## src/verilog/adf_pkg.sv

```systemverilog
package adf_pkg;
  // Register byte offsets
  localparam logic [7:0] ADF_CTRL_OFS  = 8'h00;
  localparam logic [7:0] ADF_CH0_OFS   = 8'h04;
  localparam logic [7:0] ADF_CH1_OFS   = 8'h08;
  localparam logic [7:0] ADF_STAT_OFS  = 8'h0C;
  localparam logic [7:0] ADF_DATA0_OFS = 8'h10;
  localparam logic [7:0] ADF_DATA1_OFS = 8'h14;
  // Field positions and widths
  localparam int ADF_OSR_LSB     = 0;
  localparam int ADF_CUT_LSB     = 4;
  localparam int ADF_FLD4_W      = 4;
  localparam int ADF_PH_LSB      = 0;
  localparam int ADF_PH_W        = 10;
  localparam int ADF_MUX_LSB     = 10;
  localparam int ADF_DIS_BIT     = 12;
  localparam int ADF_ST_FAST_LSB = 0;
  localparam int ADF_ST_PEND_LSB = 2;
  // Datapath sizes
  localparam int ADF_ACC_W  = 40;
  localparam int ADF_WORD_W = 24;
  localparam int ADF_CNT_W  = 14;
  localparam int ADF_HP_FRAC = 16;
  // Oversampling codes 0..8 stand for 64..16384
  localparam logic [3:0] ADF_OSR_MIN_LOG  = 4'h6;
  localparam logic [3:0] ADF_OSR_MAX_CODE = 4'h8;
  localparam logic [3:0] ADF_S3_MAX_LOG   = 4'hA;
  localparam logic [9:0] ADF_PH_MAX_HI    = 10'h1FF;
  localparam logic [1:0] ADF_FAST_CONV    = 2'h2;
  localparam logic [3:0] ADF_CUT_OFF      = 4'h0;
  // Output scaling: full scale 15 lands just under 2^23
  localparam int ADF_OUT_SHIFT = 19;
  localparam logic signed [4:0] ADF_FS_LEVEL   = 5'sh0F;
  localparam logic signed [4:0] ADF_TEST_LEVEL = 5'sh02;
  // Channel input selection
  typedef enum logic [1:0] {ADF_IN_NORMAL, ADF_IN_POS, ADF_IN_NEG, ADF_IN_ZERO} adf_insel_t;
endpackage

```

## src/verilog/adf_chan.sv

```systemverilog
`timescale 1ns/1ns
`default_nettype none
module adf_chan
  import adf_pkg::*;
(
  // Clock and reset
  input  wire logic                  ref_clk,
  input  wire logic                  reset,
  // Bitstream, settings and control from the window timer
  input  wire logic                  clear,
  input  wire logic                  mod_bit,
  input  wire logic [1:0]            input_sel,
  input  wire logic                  dump3,
  input  wire logic                  last,
  input  wire logic                  fast,
  input  wire logic [3:0]            log3,
  input  wire logic [3:0]            log1,
  // Conversion word
  output logic [ADF_WORD_W-1:0]      word,
  output logic                       done
);
  typedef struct packed {
    logic [ADF_ACC_W-1:0]  i1, i2, i3, c1, c2, c3, s1, f1;
    logic [ADF_WORD_W-1:0] word;
    logic                  done;
  } adf_chan_t;

  adf_chan_t s, n;
  logic signed [ADF_ACC_W-1:0] x, d1, d2, d3, acc;
  logic signed [63:0]          p;
  logic [5:0]                  sh;

  // Input multiplexer: bitstream or internal test level
  always_comb begin
    case (adf_insel_t'(input_sel))
      ADF_IN_NORMAL: x = mod_bit ? ADF_ACC_W'(ADF_FS_LEVEL) : -ADF_ACC_W'(ADF_FS_LEVEL);
      ADF_IN_POS:    x = ADF_ACC_W'(ADF_TEST_LEVEL);
      ADF_IN_NEG:    x = -ADF_ACC_W'(ADF_TEST_LEVEL);
      default:       x = '0;
    endcase
  end

  // Integrators run every modulator cycle; wraparound is harmless in the comb
  always_comb begin
    n = s;
    d1 = '0;
    d2 = '0;
    d3 = '0;
    acc = '0;
    p = '0;
    sh = '0;
    n.done = 1'b0;
    n.i1 = s.i1 + x;
    n.i2 = s.i2 + s.i1;
    n.i3 = s.i3 + s.i2;
    n.f1 = s.f1 + x;
    if (dump3) begin
      d1 = s.i3 - s.c1;
      d2 = d1 - s.c2;
      d3 = d2 - s.c3;
      n.c1 = s.i3;
      n.c2 = d1;
      n.c3 = d2;
      n.s1 = s.s1 + d3;
    end
    if (last) begin
      // Normalise by the gain of the path in use
      acc = fast ? n.f1 : n.s1;
      sh = fast ? 6'(log3) + 6'(log1) : 6'(log3) * 6'h3 + 6'(log1);
      p = (64'(acc) <<< ADF_OUT_SHIFT) >>> sh;
      n.word = p[ADF_WORD_W-1:0];
      n.done = 1'b1;
      n.s1 = '0;
      n.f1 = '0;
    end
    if (clear) begin
      n = '0;
    end
  end

  always_ff @(posedge ref_clk or posedge reset) begin
    if (reset) begin
      s <= '0;
    end else begin
      s <= n;
    end
  end

  assign word = s.word;
  assign done = s.done;
endmodule
`default_nettype wire

```

## src/verilog/adf_filter.sv

```systemverilog
`timescale 1ns/1ns
`default_nettype none
// Summary of operation
// - Third-order sinc decimation up to 1024
// - Nonzero cutoff enables high-pass, zero bypasses
// - Per-channel high-pass disable bit
// - Cutoff k gives coefficient 2^-(k+1)
// - Input select picks positive/negative test level
// - Phase is signed 10-bit modulator cycles
// - Each word spans exactly OVERSAMPLING_RATIO samples
// - Equal phases give aligned windows
// - Phase shifts window; results delivered together
// - Above 1024: sinc3 at 1024, sinc1 rest
// - First two conversions after reset use sinc1 path
// - Saturate phase to OVERSAMPLING_RATIO half range
// - Phase settings move ready indication timing
module adf_filter
  import adf_pkg::*;
(
  // Clock and reset
  input  wire logic                  ref_clk,
  input  wire logic                  reset,
  // Register port
  input  wire logic [7:0]            reg_addr,
  input  wire logic [31:0]           reg_wdata,
  input  wire logic                  reg_wr,
  input  wire logic                  reg_rd,
  output logic [31:0]                reg_rdata,
  // Modulator bitstreams, one per channel
  input  wire logic [1:0]            mod_bit,
  // Conversion results
  output logic                       conv_ready_flag,
  output logic [ADF_WORD_W-1:0]      ch0_data,
  output logic [ADF_WORD_W-1:0]      ch1_data
);
  typedef struct packed {
    logic [1:0]                   sync1, sync2;
    logic [3:0]                   oversampling_ratio, cut;
    logic [1:0][ADF_PH_W-1:0]     ph;
    logic [1:0][1:0]              mux;
    logic [1:0]                   dis;
    logic [ADF_CNT_W-1:0]         ref_cnt;
    logic [1:0][1:0]              nconv;
    logic [1:0]                   pend, clr;
    logic [1:0][ADF_WORD_W-1:0]   hold, data;
    logic [1:0][ADF_ACC_W-1:0]    mean;
    logic                         rdy;
    logic [31:0]                  rdata;
  } adf_main_t;

  adf_main_t s, n;
  logic [3:0]                   osr_c, log_tot, log3, log1;
  logic [ADF_CNT_W-1:0]         tot_mask, m3;
  logic [ADF_PH_W-1:0]          ph_hi;
  logic [1:0][ADF_PH_W-1:0]     phs;
  logic [1:0][ADF_CNT_W-1:0]    pos;
  logic [1:0]                   w_last, w_dump, fast, cdone;
  logic [1:0][ADF_WORD_W-1:0]   cw;
  logic signed [ADF_ACC_W-1:0]  hp_x, hp_diff;
  logic                         wr_ch;

  // Decimation ratios split between the sinc3 and sinc1 stages
  always_comb begin
    osr_c = (s.oversampling_ratio > ADF_OSR_MAX_CODE) ? ADF_OSR_MAX_CODE : s.oversampling_ratio;
    log_tot = osr_c + ADF_OSR_MIN_LOG;
    log3 = (log_tot > ADF_S3_MAX_LOG) ? ADF_S3_MAX_LOG : log_tot;
    log1 = log_tot - log3;
    tot_mask = ~({ADF_CNT_W{1'b1}} << log_tot);
    m3 = ~({ADF_CNT_W{1'b1}} << log3);
    // Half range, capped once the ratio passes 1024
    ph_hi = (log_tot > ADF_S3_MAX_LOG) ? ADF_PH_MAX_HI : ADF_PH_W'(tot_mask >> 1);
  end

  // Saturated phase and per-channel window position
  always_comb begin
    for (int i = 0; i < 2; i++) begin
      phs[i] = s.ph[i];
      if ($signed(s.ph[i]) > $signed(ph_hi)) begin
        phs[i] = ph_hi;
      end else if ($signed(s.ph[i]) < -$signed(ph_hi) - 10'sh1) begin
        phs[i] = ~ph_hi;
      end
      // Signed cycle offset against the shared reference count
      pos[i] = (s.ref_cnt - ADF_CNT_W'($signed(phs[i]))) & tot_mask;
      w_last[i] = (pos[i] == tot_mask);
      w_dump[i] = ((pos[i] & m3) == m3);
      fast[i] = (s.nconv[i] < ADF_FAST_CONV);
    end
  end

  assign wr_ch = (reg_addr == ADF_CH1_OFS);

  // Register port, high-pass and result pairing
  always_comb begin
    n = s;
    hp_x = '0;
    hp_diff = '0;
    n.rdata = '0;
    n.rdy = 1'b0;
    n.clr = '0;
    n.sync1 = mod_bit;
    n.sync2 = s.sync1;
    n.ref_cnt = (s.ref_cnt + ADF_CNT_W'(1)) & tot_mask;
    // Filtered results of both channels
    for (int i = 0; i < 2; i++) begin
      if (cdone[i]) begin
        if (s.cut == ADF_CUT_OFF || s.dis[i]) begin
          n.hold[i] = cw[i];
        end else begin
          // Mean tracker uses a shift, so no multiplier is needed
          hp_x = {cw[i], {ADF_HP_FRAC{1'b0}}};
          hp_diff = hp_x - $signed(s.mean[i]);
          n.mean[i] = s.mean[i] + ADF_ACC_W'(hp_diff >>> (5'(s.cut) + 5'h1));
          n.hold[i] = cw[i] - s.mean[i][ADF_ACC_W-1:ADF_HP_FRAC];
        end
        n.pend[i] = 1'b1;
        if (fast[i]) begin
          n.nconv[i] = s.nconv[i] + 2'h1;
        end
      end
    end
    // Both channels hand over together, after the later window
    if (&n.pend) begin
      n.data = n.hold;
      n.rdy = 1'b1;
      n.pend = '0;
    end
    if (reg_wr) begin
      case (reg_addr)
        ADF_CTRL_OFS: begin
          n.oversampling_ratio = reg_wdata[ADF_OSR_LSB +: ADF_FLD4_W];
          n.cut = reg_wdata[ADF_CUT_LSB +: ADF_FLD4_W];
          if (n.oversampling_ratio != s.oversampling_ratio || n.cut != s.cut) begin
            n.clr = '1;
          end
          if (n.oversampling_ratio != s.oversampling_ratio) begin
            n.ref_cnt = '0;
          end
        end
        ADF_CH0_OFS, ADF_CH1_OFS: begin
          n.ph[wr_ch] = reg_wdata[ADF_PH_LSB +: ADF_PH_W];
          n.mux[wr_ch] = reg_wdata[ADF_MUX_LSB +: 2];
          n.dis[wr_ch] = reg_wdata[ADF_DIS_BIT];
          if (n.ph[wr_ch] != s.ph[wr_ch] || n.mux[wr_ch] != s.mux[wr_ch]) begin
            n.clr[wr_ch] = 1'b1;
          end
        end
        default: ;
      endcase
    end
    // Restart drops half-finished pairs and the tracked mean
    for (int i = 0; i < 2; i++) begin
      if (n.clr[i]) begin
        n.pend[i] = 1'b0;
        n.mean[i] = '0;
      end
    end
    if (reg_rd) begin
      case (reg_addr)
        ADF_CTRL_OFS: begin
          n.rdata[ADF_OSR_LSB +: ADF_FLD4_W] = s.oversampling_ratio;
          n.rdata[ADF_CUT_LSB +: ADF_FLD4_W] = s.cut;
        end
        ADF_CH0_OFS, ADF_CH1_OFS: begin
          n.rdata[ADF_PH_LSB +: ADF_PH_W] = s.ph[wr_ch];
          n.rdata[ADF_MUX_LSB +: 2] = s.mux[wr_ch];
          n.rdata[ADF_DIS_BIT] = s.dis[wr_ch];
        end
        ADF_STAT_OFS: begin
          n.rdata[ADF_ST_FAST_LSB +: 2] = fast;
          n.rdata[ADF_ST_PEND_LSB +: 2] = s.pend;
        end
        ADF_DATA0_OFS: n.rdata[ADF_WORD_W-1:0] = s.data[0];
        ADF_DATA1_OFS: n.rdata[ADF_WORD_W-1:0] = s.data[1];
        default: ;
      endcase
    end
  end

  always_ff @(posedge ref_clk or posedge reset) begin
    if (reset) begin
      s <= '0;
    end else begin
      s <= n;
    end
  end

  // One decimator per channel, steered by its own window
  for (genvar g = 0; g < 2; g++) begin : g_ch
    adf_chan adf_chan_i (
      .ref_clk   (ref_clk),
      .reset     (reset),
      .clear     (s.clr[g]),
      .mod_bit   (s.sync2[g]),
      .input_sel (s.mux[g]),
      .dump3     (w_dump[g]),
      .last      (w_last[g]),
      .fast      (fast[g]),
      .log3      (log3),
      .log1      (log1),
      .word      (cw[g]),
      .done      (cdone[g])
    );
  end

  assign reg_rdata = s.rdata;
  assign conv_ready_flag = s.rdy;
  assign ch0_data = s.data[0];
  assign ch1_data = s.data[1];
endmodule
`default_nettype wire

```

## config.mk

```make
export PLATFORM = sky130hd
export DESIGN_NAME = adf_filter
export DESIGN_NICKNAME = d
export VERILOG_FILES = /design/src/verilog/adf_pkg.sv /design/src/verilog/adf_chan.sv /design/src/verilog/adf_filter.sv
export SDC_FILE = /design/constraint.sdc
export NUM_CORES = 2
export LEC_CHECK = 0
export ABC_AREA = 0
export BUFFER_PORTS_ARGS = -buffer_cell sky130_fd_sc_hd__buf_2
export CAP_MARGIN = 25
export CORE_MARGIN = 10
export CORE_UTILIZATION = 30
export DETAILED_ROUTE_END_ITERATION = 7
export PLACE_DENSITY_LB_ADDON = 0.08
export SETUP_SLACK_MARGIN = 0.4
export SLEW_MARGIN = 20
export SYNTH_ARGS = -nofsm -noshare
export SYNTH_HDL_FRONTEND = slang
export SYNTH_SLANG_ARGS = --single-unit
export TNS_END_PERCENT = 10
```

## constraint.sdc

```tcl
create_clock -name ref_clk -period 32.3 [get_ports ref_clk]
set_input_delay 6.46 -clock ref_clk [delete_from_list [all_inputs] [get_ports ref_clk]]
set_output_delay 6.46 -clock ref_clk [all_outputs]
set_load 0.01 [all_outputs]
```

# After elaboration in Yosys (flattened, before gate mapping)
# Cells that the tools add are included.
[op_classes]
addsub = 34
multipliers = 1
order_cmp = 10
eq_ne = 19
shift = 6
mux = 68
bitwise = 8
n_reduce_logical = 23
[op_table]
columns = ["op", "n"]
rows = [
  ["345-bit 2-to-1 mux", 2],
  ["40-bit adder", 12],
  ["40-bit 2-to-1 mux", 10],
  ["160-bit 2-to-1 mux", 2],
  ["40-bit subtractor", 8],
  ["40-bit case mux with 3 select lines", 2],
  ["105-bit 2-to-1 mux", 2],
  ["24-bit 2-to-1 mux", 5],
  ["59-bit by 6-bit >>> shifter with 24-bit output", 2],
  ["10-bit 2-to-1 mux", 10],
  ["40-bit by 5-bit >>> shifter with 40-bit output", 2],
  ["14-bit bitwise AND", 5],
  ["14-bit equality test", 4],
  ["24-bit subtractor", 2],
  ["14-bit 2-to-1 mux", 3],
  ["14-bit NOT", 2],
  ["14-bit by 4-bit << shifter with 14-bit output, first input constant", 2],
  ["14-bit subtractor", 2],
  ["11-bit case mux with 2 select lines", 1],
  ["20-bit bitwise mux", 1],
  ["10-bit > comparator", 2],
  ["10-bit less-than comparator", 2],
  ["4-bit case mux with 5 select lines", 1],
  ["2-bit 2-to-1 mux", 9],
  ["other kinds (43)", 76],
]
[word_totals]
ff_bits = 951
in_bits = 46
out_inout_bits = 81
elab_cells = 211

# Logic depth before layout (Yosys ltp)
[depth]
word_depth = 20
depth_mapped = 45
ltp_nobuf = 45

# Hierarchy
# Synthesis repeated with hierarchy kept, for this count alone.
[hier_totals]
cells_unflattened = 11236
hier_area_um2 = 92208.4
[by_module_without_submodules]
columns = ["module", "instances", "cells_each", "area_per_inst_um2", "seq_area_each_um2"]
rows = [
  ["adf_chan (g_ch[0].adf_chan_i)", 1, 3849, 32255.9, 8633.3],
  ["adf_chan (g_ch[1].adf_chan_i)", 1, 3762, 31356.3, 8633.3],
  ["adf_filter", 1, 3625, 28596.2, 6531.3],
]

# Worst setup path after synthesis
# No wires, ideal clock.
[synth_path]
path_kind = "input-to-reg"
start = "input port reg_addr[1]"
end = "register s[70] (netlist bit)"
setup_time_ns = 0.087
arrival_time_ns = 10.129
t_required_ns = 32.213
setup_slack_ns = 22.084
stages = 14
path_buffers = 2
path_cell_list = "nor3_1 nand2_1 nor4b_1 clkbuf_1 mux2i_1 xnor2_1 nor4_1 nand3_1 a31oi_1 and3_1 clkbuf_1 inv_1 or3_1 o211ai_1"
[synth_via]
elab_chain_len = 15
elab_cells_between_ends = 33
cone_classes = "order compare (2); eq/ne (5); mux (20); reduce/logical (6)"
[synth_rtl]
columns = ["item", "line", "source"]
rows = [
  ["start: declaration", "adf_filter.sv:24", "input wire logic [7:0] reg_addr,"],
  ["8-bit by 4-bit equality test with 1-bit output", "adf_filter.sv:91, adf_filter.sv:129", ""],
  ["1-bit by 2-bit less-than comparator with 1-bit output (not written as such) / 1-bit >= comparator (equally long branches)", "adf_filter.sv:141, adf_filter.sv:142, adf_filter.sv:145", ""],
  ["1-bit logical AND (not written as such)", "adf_filter.sv:141, adf_filter.sv:142, adf_filter.sv:145", ""],
  ["10-bit 2-to-1 mux (not written as such) / 2-bit 2-to-1 mux (equally long branches)", "adf_filter.sv:141, adf_filter.sv:142", ""],
  ["10-bit demux with 1-bit select / 2-bit demux with 1-bit select (equally long branches)", "adf_filter.sv:141, adf_filter.sv:142", ""],
  ["20-bit bitwise mux / 4-bit bitwise mux (equally long branches)", "adf_filter.sv:141, adf_filter.sv:142", ""],
  ["10-bit 2-to-1 mux (not written as such) / 2-bit 2-to-1 mux (equally long branches) (2 in a row)", "adf_filter.sv:144", "if (n.ph[wr_ch] != s.ph[wr_ch] || n.mux[wr_ch] != s.mux[wr_ch]) begin"],
  ["10-bit inequality test / 2-bit inequality test (equally long branches)", "adf_filter.sv:144", ""],
  ["1-bit logical OR", "adf_filter.sv:144", ""],
  ["2-bit 2-to-1 mux", "adf_filter.sv:144", ""],
  ["2-bit case mux with 2 select lines (*)", "adf_filter.sv:129", "case (reg_addr)"],
  ["2-bit 2-to-1 mux (*)", "adf_filter.sv:128", "if (reg_wr) begin"],
  ["2-bit inequality test (no line) / 2-bit nonzero test (equally long branches)", "-", ""],
  ["2-bit AND reduction (no line)", "-", ""],
  ["end signal: assignment", "adf_filter.sv:184", "s <= n;"],
  ["end: declaration", "adf_filter.sv:51", "adf_main_t s, n;"],
]
# Every way passes the cells marked *; elsewhere a longest branch is shown, timed or not. The select of a mux whose other input is x is not followed.
# A chain may end at the register's enable or synchronous reset.

# Worst setup path in the final report
[layout_path]
start = "register s[264] (netlist bit)"
end = "register g_ch[1].adf_chan_i.s (netlist bit g_ch[1].adf_chan_i.word[0])"
[layout_via]
elab_chain_len = 20
elab_cells_between_ends = 33
cone_classes = "add/sub (7); mul (1); order compare (4); eq/ne (2); shift (3); mux (10); bitwise (5); reduce/logical (1)"
[layout_rtl]
columns = ["item", "line", "source"]
rows = [
  ["4-bit > comparator", "adf_filter.sv:64", "osr_c = (s.oversampling_ratio > ADF_OSR_MAX_CODE) ? ADF_OSR_MAX_CODE : s.oversampling_ratio;"],
  ["4-bit 2-to-1 mux (*)", "adf_filter.sv:64", ""],
  ["4-bit by 3-bit adder with 4-bit output (*)", "adf_filter.sv:65", "log_tot = osr_c + ADF_OSR_MIN_LOG;"],
  ["14-bit by 4-bit << shifter with 14-bit output", "adf_filter.sv:68", "tot_mask = ~({ADF_CNT_W{1'b1}} << log_tot);"],
  ["14-bit NOT", "adf_filter.sv:68", ""],
  ["10-bit 2-to-1 mux", "adf_filter.sv:71", "ph_hi = (log_tot > ADF_S3_MAX_LOG) ? ADF_PH_MAX_HI : ADF_PH_W'(tot_mask >> 1);"],
  ["10-bit negator", "adf_filter.sv:80", "end else if ($signed(s.ph[i]) < -$signed(ph_hi) - 10'sh1) begin"],
  ["10-bit by 2-bit subtractor with 10-bit output", "adf_filter.sv:80", ""],
  ["(+4 left out)", "-", ""],
  ["14-bit bitwise AND", "adf_filter.sv:84", "pos[i] = (s.ref_cnt - ADF_CNT_W'($signed(phs[i]))) & tot_mask;"],
  ["14-bit bitwise AND", "adf_filter.sv:86", "w_dump[i] = ((pos[i] & m3) == m3);"],
  ["14-bit equality test", "adf_filter.sv:86", ""],
  ["160-bit 2-to-1 mux", "adf_chan.sv:57", "if (dump3) begin"],
  ["40-bit 2-to-1 mux", "adf_chan.sv:68", "acc = fast ? n.f1 : n.s1;"],
  ["59-bit by 6-bit >>> shifter with 24-bit output", "adf_chan.sv:70", "p = (64'(acc) <<< ADF_OUT_SHIFT) >>> sh;"],
  ["105-bit 2-to-1 mux", "adf_chan.sv:66", "if (last) begin"],
  ["345-bit 2-to-1 mux", "adf_chan.sv:76", "if (clear) begin"],
  ["end signal: assignment", "adf_chan.sv:85", "s <= n;"],
  ["end: declaration", "adf_chan.sv:28", "adf_chan_t s, n;"],
]
# Marked as above.

==> impl_metrics.env <==
export IMPL_track_usage_pct=18.7
export IMPL_hold_start="n[266]$_DFF_PP0_"
export IMPL_syn2layout_area_growth_pct=10.3
export IMPL_grt_pass1_vias=77300
export IMPL_period_minus_slack_ns=12.85
export IMPL_gp_congestion=0.884
export IMPL_slew_headroom_pct=28.0
export IMPL_route_met3_wl_mm=10.1
export IMPL_h_tree_depth=4
export IMPL_outcome="finished, violations left"
export IMPL_via_per_inst=5.28
export IMPL_cp_slowest_stage_delay_ns=0.86
export IMPL_synth_area_mm2=0.0883
export IMPL_path_depth=34
export IMPL_clkLatencyLatePin_ns=0.85
export IMPL_hold_depth=0
export IMPL_cts_setup_buffers=0
export IMPL_min_to="s[266]$_DFF_PP0_"
export IMPL_fin_nets=11700
export IMPL_ctsLongestPathBuffers=4
export IMPL_clock_sinks=951
export IMPL_synth_cells=10900
export IMPL_synth_seq_cells=951
export IMPL_met1Wirelength_mm=148
export IMPL_worst_pin_slew_ns=1.08
export IMPL_violations="design-rule violations"
export IMPL_grt_pass1_wl_mm=476
export IMPL_hold_viol=0
export IMPL_drt_iter0_drc=5355
export IMPL_fin_skew_ns=0.0620
export IMPL_drv_cap=0
export IMPL_synth_avg_cell_area_um2=8.06
export IMPL_initial_core_util_pct=30.1
export IMPL_ff2ff_path_depth=34
export IMPL_cts_inserted_buffers=141
export IMPL_yosysWarnings=0
export IMPL_drt_total_wl_mm=307
export IMPL_holdBufCountCts=0
export IMPL_crit_type="flip-flop to flip-flop"
export IMPL_worst_path_max_fanout=63
export IMPL_crit_family="compound AO/OA/AOI/OAI gates"
export IMPL_dr_wl_met2_mm=140
export IMPL_setup_viol=0
export IMPL_antenna_found_initial=5
export IMPL_yosysUniqueCellTypes=110
export IMPL_highest_layer="met4"
export IMPL_worstSetupEndpointType="flip-flop"
export IMPL_max_clock_freq_ghz=0.0778
export IMPL_fin_setup_tns_ns=0
export IMPL_reg2reg_slack_ns=19.45
export IMPL_async_flop_share_pct=100
export IMPL_finalMaxSlewViolations=0
export IMPL_slowest_stage="o311ai_0"
export IMPL_ys_seq_area_share_pct=27.0
export IMPL_synth_edff_count=0
export IMPL_rr_startpoint="s[264]$_DFFE_PP0P_"
export IMPL_die_h_um=562
export IMPL_core_rowCount=199
export IMPL_core_area_mm2=0.293
export IMPL_dr_total_vias=78000
export IMPL_root_buffer="clkbuf_16"
export IMPL_drtAntennaViolNets=0
export IMPL_place_hpwl_mm=232
export IMPL_die_area_mm2=0.316
export IMPL_holdCritPathClass="flip-flop to flip-flop"
export IMPL_startpoint_type="flip-flop"
export IMPL_fin_crit_sh_pct=39.8
export IMPL_rsz0062_at_grt="false"
export IMPL_final_layout_size_suffix_gt1_share_pct=7.33
export IMPL_die_w_um=562
export IMPL_pin_count=127
export IMPL_r2r_end="g_ch[1].adf_chan_i.word[0]$_DFFE_PP0P_"
export IMPL_grt_overflow_total=0
export IMPL_path_clk_slew_ns=0.06
export IMPL_drc=12
export IMPL_dr_pass1_iters=8
export IMPL_wl_per_cell_um=20.8
export IMPL_ys_flop_type="dfrtp_1"
export IMPL_io_buffers=99
export IMPL_ctsResizeCount=0
export IMPL_path_buf_inv=6
export IMPL_fill_cells=31000
export IMPL_crit_arrival_ns=13.55
export IMPL_cts_tree="done"
export IMPL_grt_max_degree=161
export IMPL_cp_data_required_time_ns=33.00
[cell families (layout without fill, tap and decap cells)]
| kind of cell | count (synthesis) | in the layout | share of synthesized area, % |
|---|---|---|---|
| fa+ha+maj | 874 | 874 | 13.2 |
| mux | 462 | 462 | 5.84 |
| simple gates | 3607 | 3607 | 18.4 |
| xor+xnor | 692 | 692 | 6.89 |
| compound gates | 3223 | 3223 | 23.4 |
| flops | 951 | 951 | 27.0 |
| other cells | 1 | 12 | 0.00425 |
| buf+inv | 1138 | 1031 | 5.26 |
[metrics by stage]
stage	instances	hold WS, ns	cell area (µm²)	util, %	worst slack [ns]
floorplan	11000	0.331	88300	-	12.75
global placement	14500	0.339	92400	31.5	19.03
detailed placement	14500	0.338	92500	31.5	19.30
CTS	14800	0.350	97300	33.2	19.26
global route	14800	0.358	97400	33.2	18.56
finish	14800	0.347	97400	33.2	19.45
[metal layers]
metal  GRT usage [%]  vias to the layer above
met2            30.7                     1385
met1            26.1                    37600
met4            5.13                        0
met5               0                        -
li1                -                    38700
met3            1.93                      380
[synthesized netlist by cell type (all sizes together) (25+ instances only)]
library cell	count	share of area, %
ha	777	11
o211ai	117	1.0
xnor2	416	4.1
nor3	246	1.4
nor2	1100	4.7
o21ai	544	3.1
a211oi	149	1.3
nor4	34	0.24
o2111ai	33	0.33
o31ai	59	0.50
and2	91	0.65
nand3	181	1.0
a21o	306	2.6
nand2b	112	0.79
inv	545	2.3
mux4	27	0.69
and3	100	0.71
a31oi	114	0.81
dfrtp	951	27
a311oi	29	0.29
fa	97	2.2
nand2	1313	5.6
a22oi	37	0.31
or2	48	0.34
xor2	275	2.7
a211o	41	0.41
a221oi	36	0.40
or3	69	0.49
a31o	25	0.25
o22ai	29	0.21
nor2b	121	0.86
nand4	85	0.61
clkbuf	427	1.8
a21oi	1133	6.5
mux2i	282	3.2
mux2	153	2.0
o21bai	111	0.94
o31a	26	0.26
o21a	124	1.1
a21boi	32	0.27
buf	162	1.1
a2111oi	36	0.38
[sequential cells by signal, indices dropped and copies added (netlist names)]
register,count
g_ch.adf_chan_i.word,48
ch1_data,24
n,2
g_ch.adf_chan_i.s,640
conv_ready_flag,1
reg_rdata,24
s,186
ch0_data,24
g_ch.adf_chan_i.done,2
[area by class of cell]
type,count,area (µm²),area share [%]
clock inverter,45,712,0.731
tap,3919,4900,5.04
timing repair buffer,235,1600,1.64
clock buffer,202,4120,4.23
sequential,951,23800,24.5
multi-input combinational,8867,60100,61.8
inverter,549,2070,2.13
antenna,3,7.51,0.00771
[placed cells by master, fill, tap and decap left out, types with 90 or more instances in the layout]
master,synthesis,routed
fa_1,97,97
mux2_2,152,152
nor2b_1,121,119
buf_2,20,100
a21oi_1,1129,1124
o21bai_1,111,111
and2_1,90,90
xnor2_1,415,412
ha_1,777,776
and3_1,100,99
nand2_1,1313,1313
dfrtp_1,951,944
a21o_1,306,305
nor3_1,246,245
a211oi_1,149,149
o21a_1,124,124
inv_1,542,536
a31oi_1,114,114
nand3_1,180,179
o211ai_1,117,117
xor2_1,275,273
o21ai_0,533,531
buf_4,84,127
nor2_1,1099,1095
nand2b_1,112,110
clkbuf_16,0,145
mux2i_1,282,278
[worst max path at each step]
stage                                  start                                endpoint  slack (ns)
after floorplan                        reset                 ch0_data[0]$_DFFE_PP0P_       12.75
after global placement    s[264]$_DFFE_PP0P_  g_ch[1].adf_chan_i.word[0]$_DFFE_PP0P_       19.03
after detailed placement  s[264]$_DFFE_PP0P_  g_ch[1].adf_chan_i.word[0]$_DFFE_PP0P_       19.30
after CTS                 s[264]$_DFFE_PP0P_  g_ch[1].adf_chan_i.word[0]$_DFFE_PP0P_       19.26
after global routing      s[264]$_DFFE_PP0P_  g_ch[1].adf_chan_i.word[0]$_DFFE_PP0P_       18.56
final                     s[264]$_DFFE_PP0P_  g_ch[1].adf_chan_i.word[0]$_DFFE_PP0P_       19.45
Power is left out: the tool's default activity adds up to more than one toggle a clock period on the data nets, which glitch-free logic cannot reach.
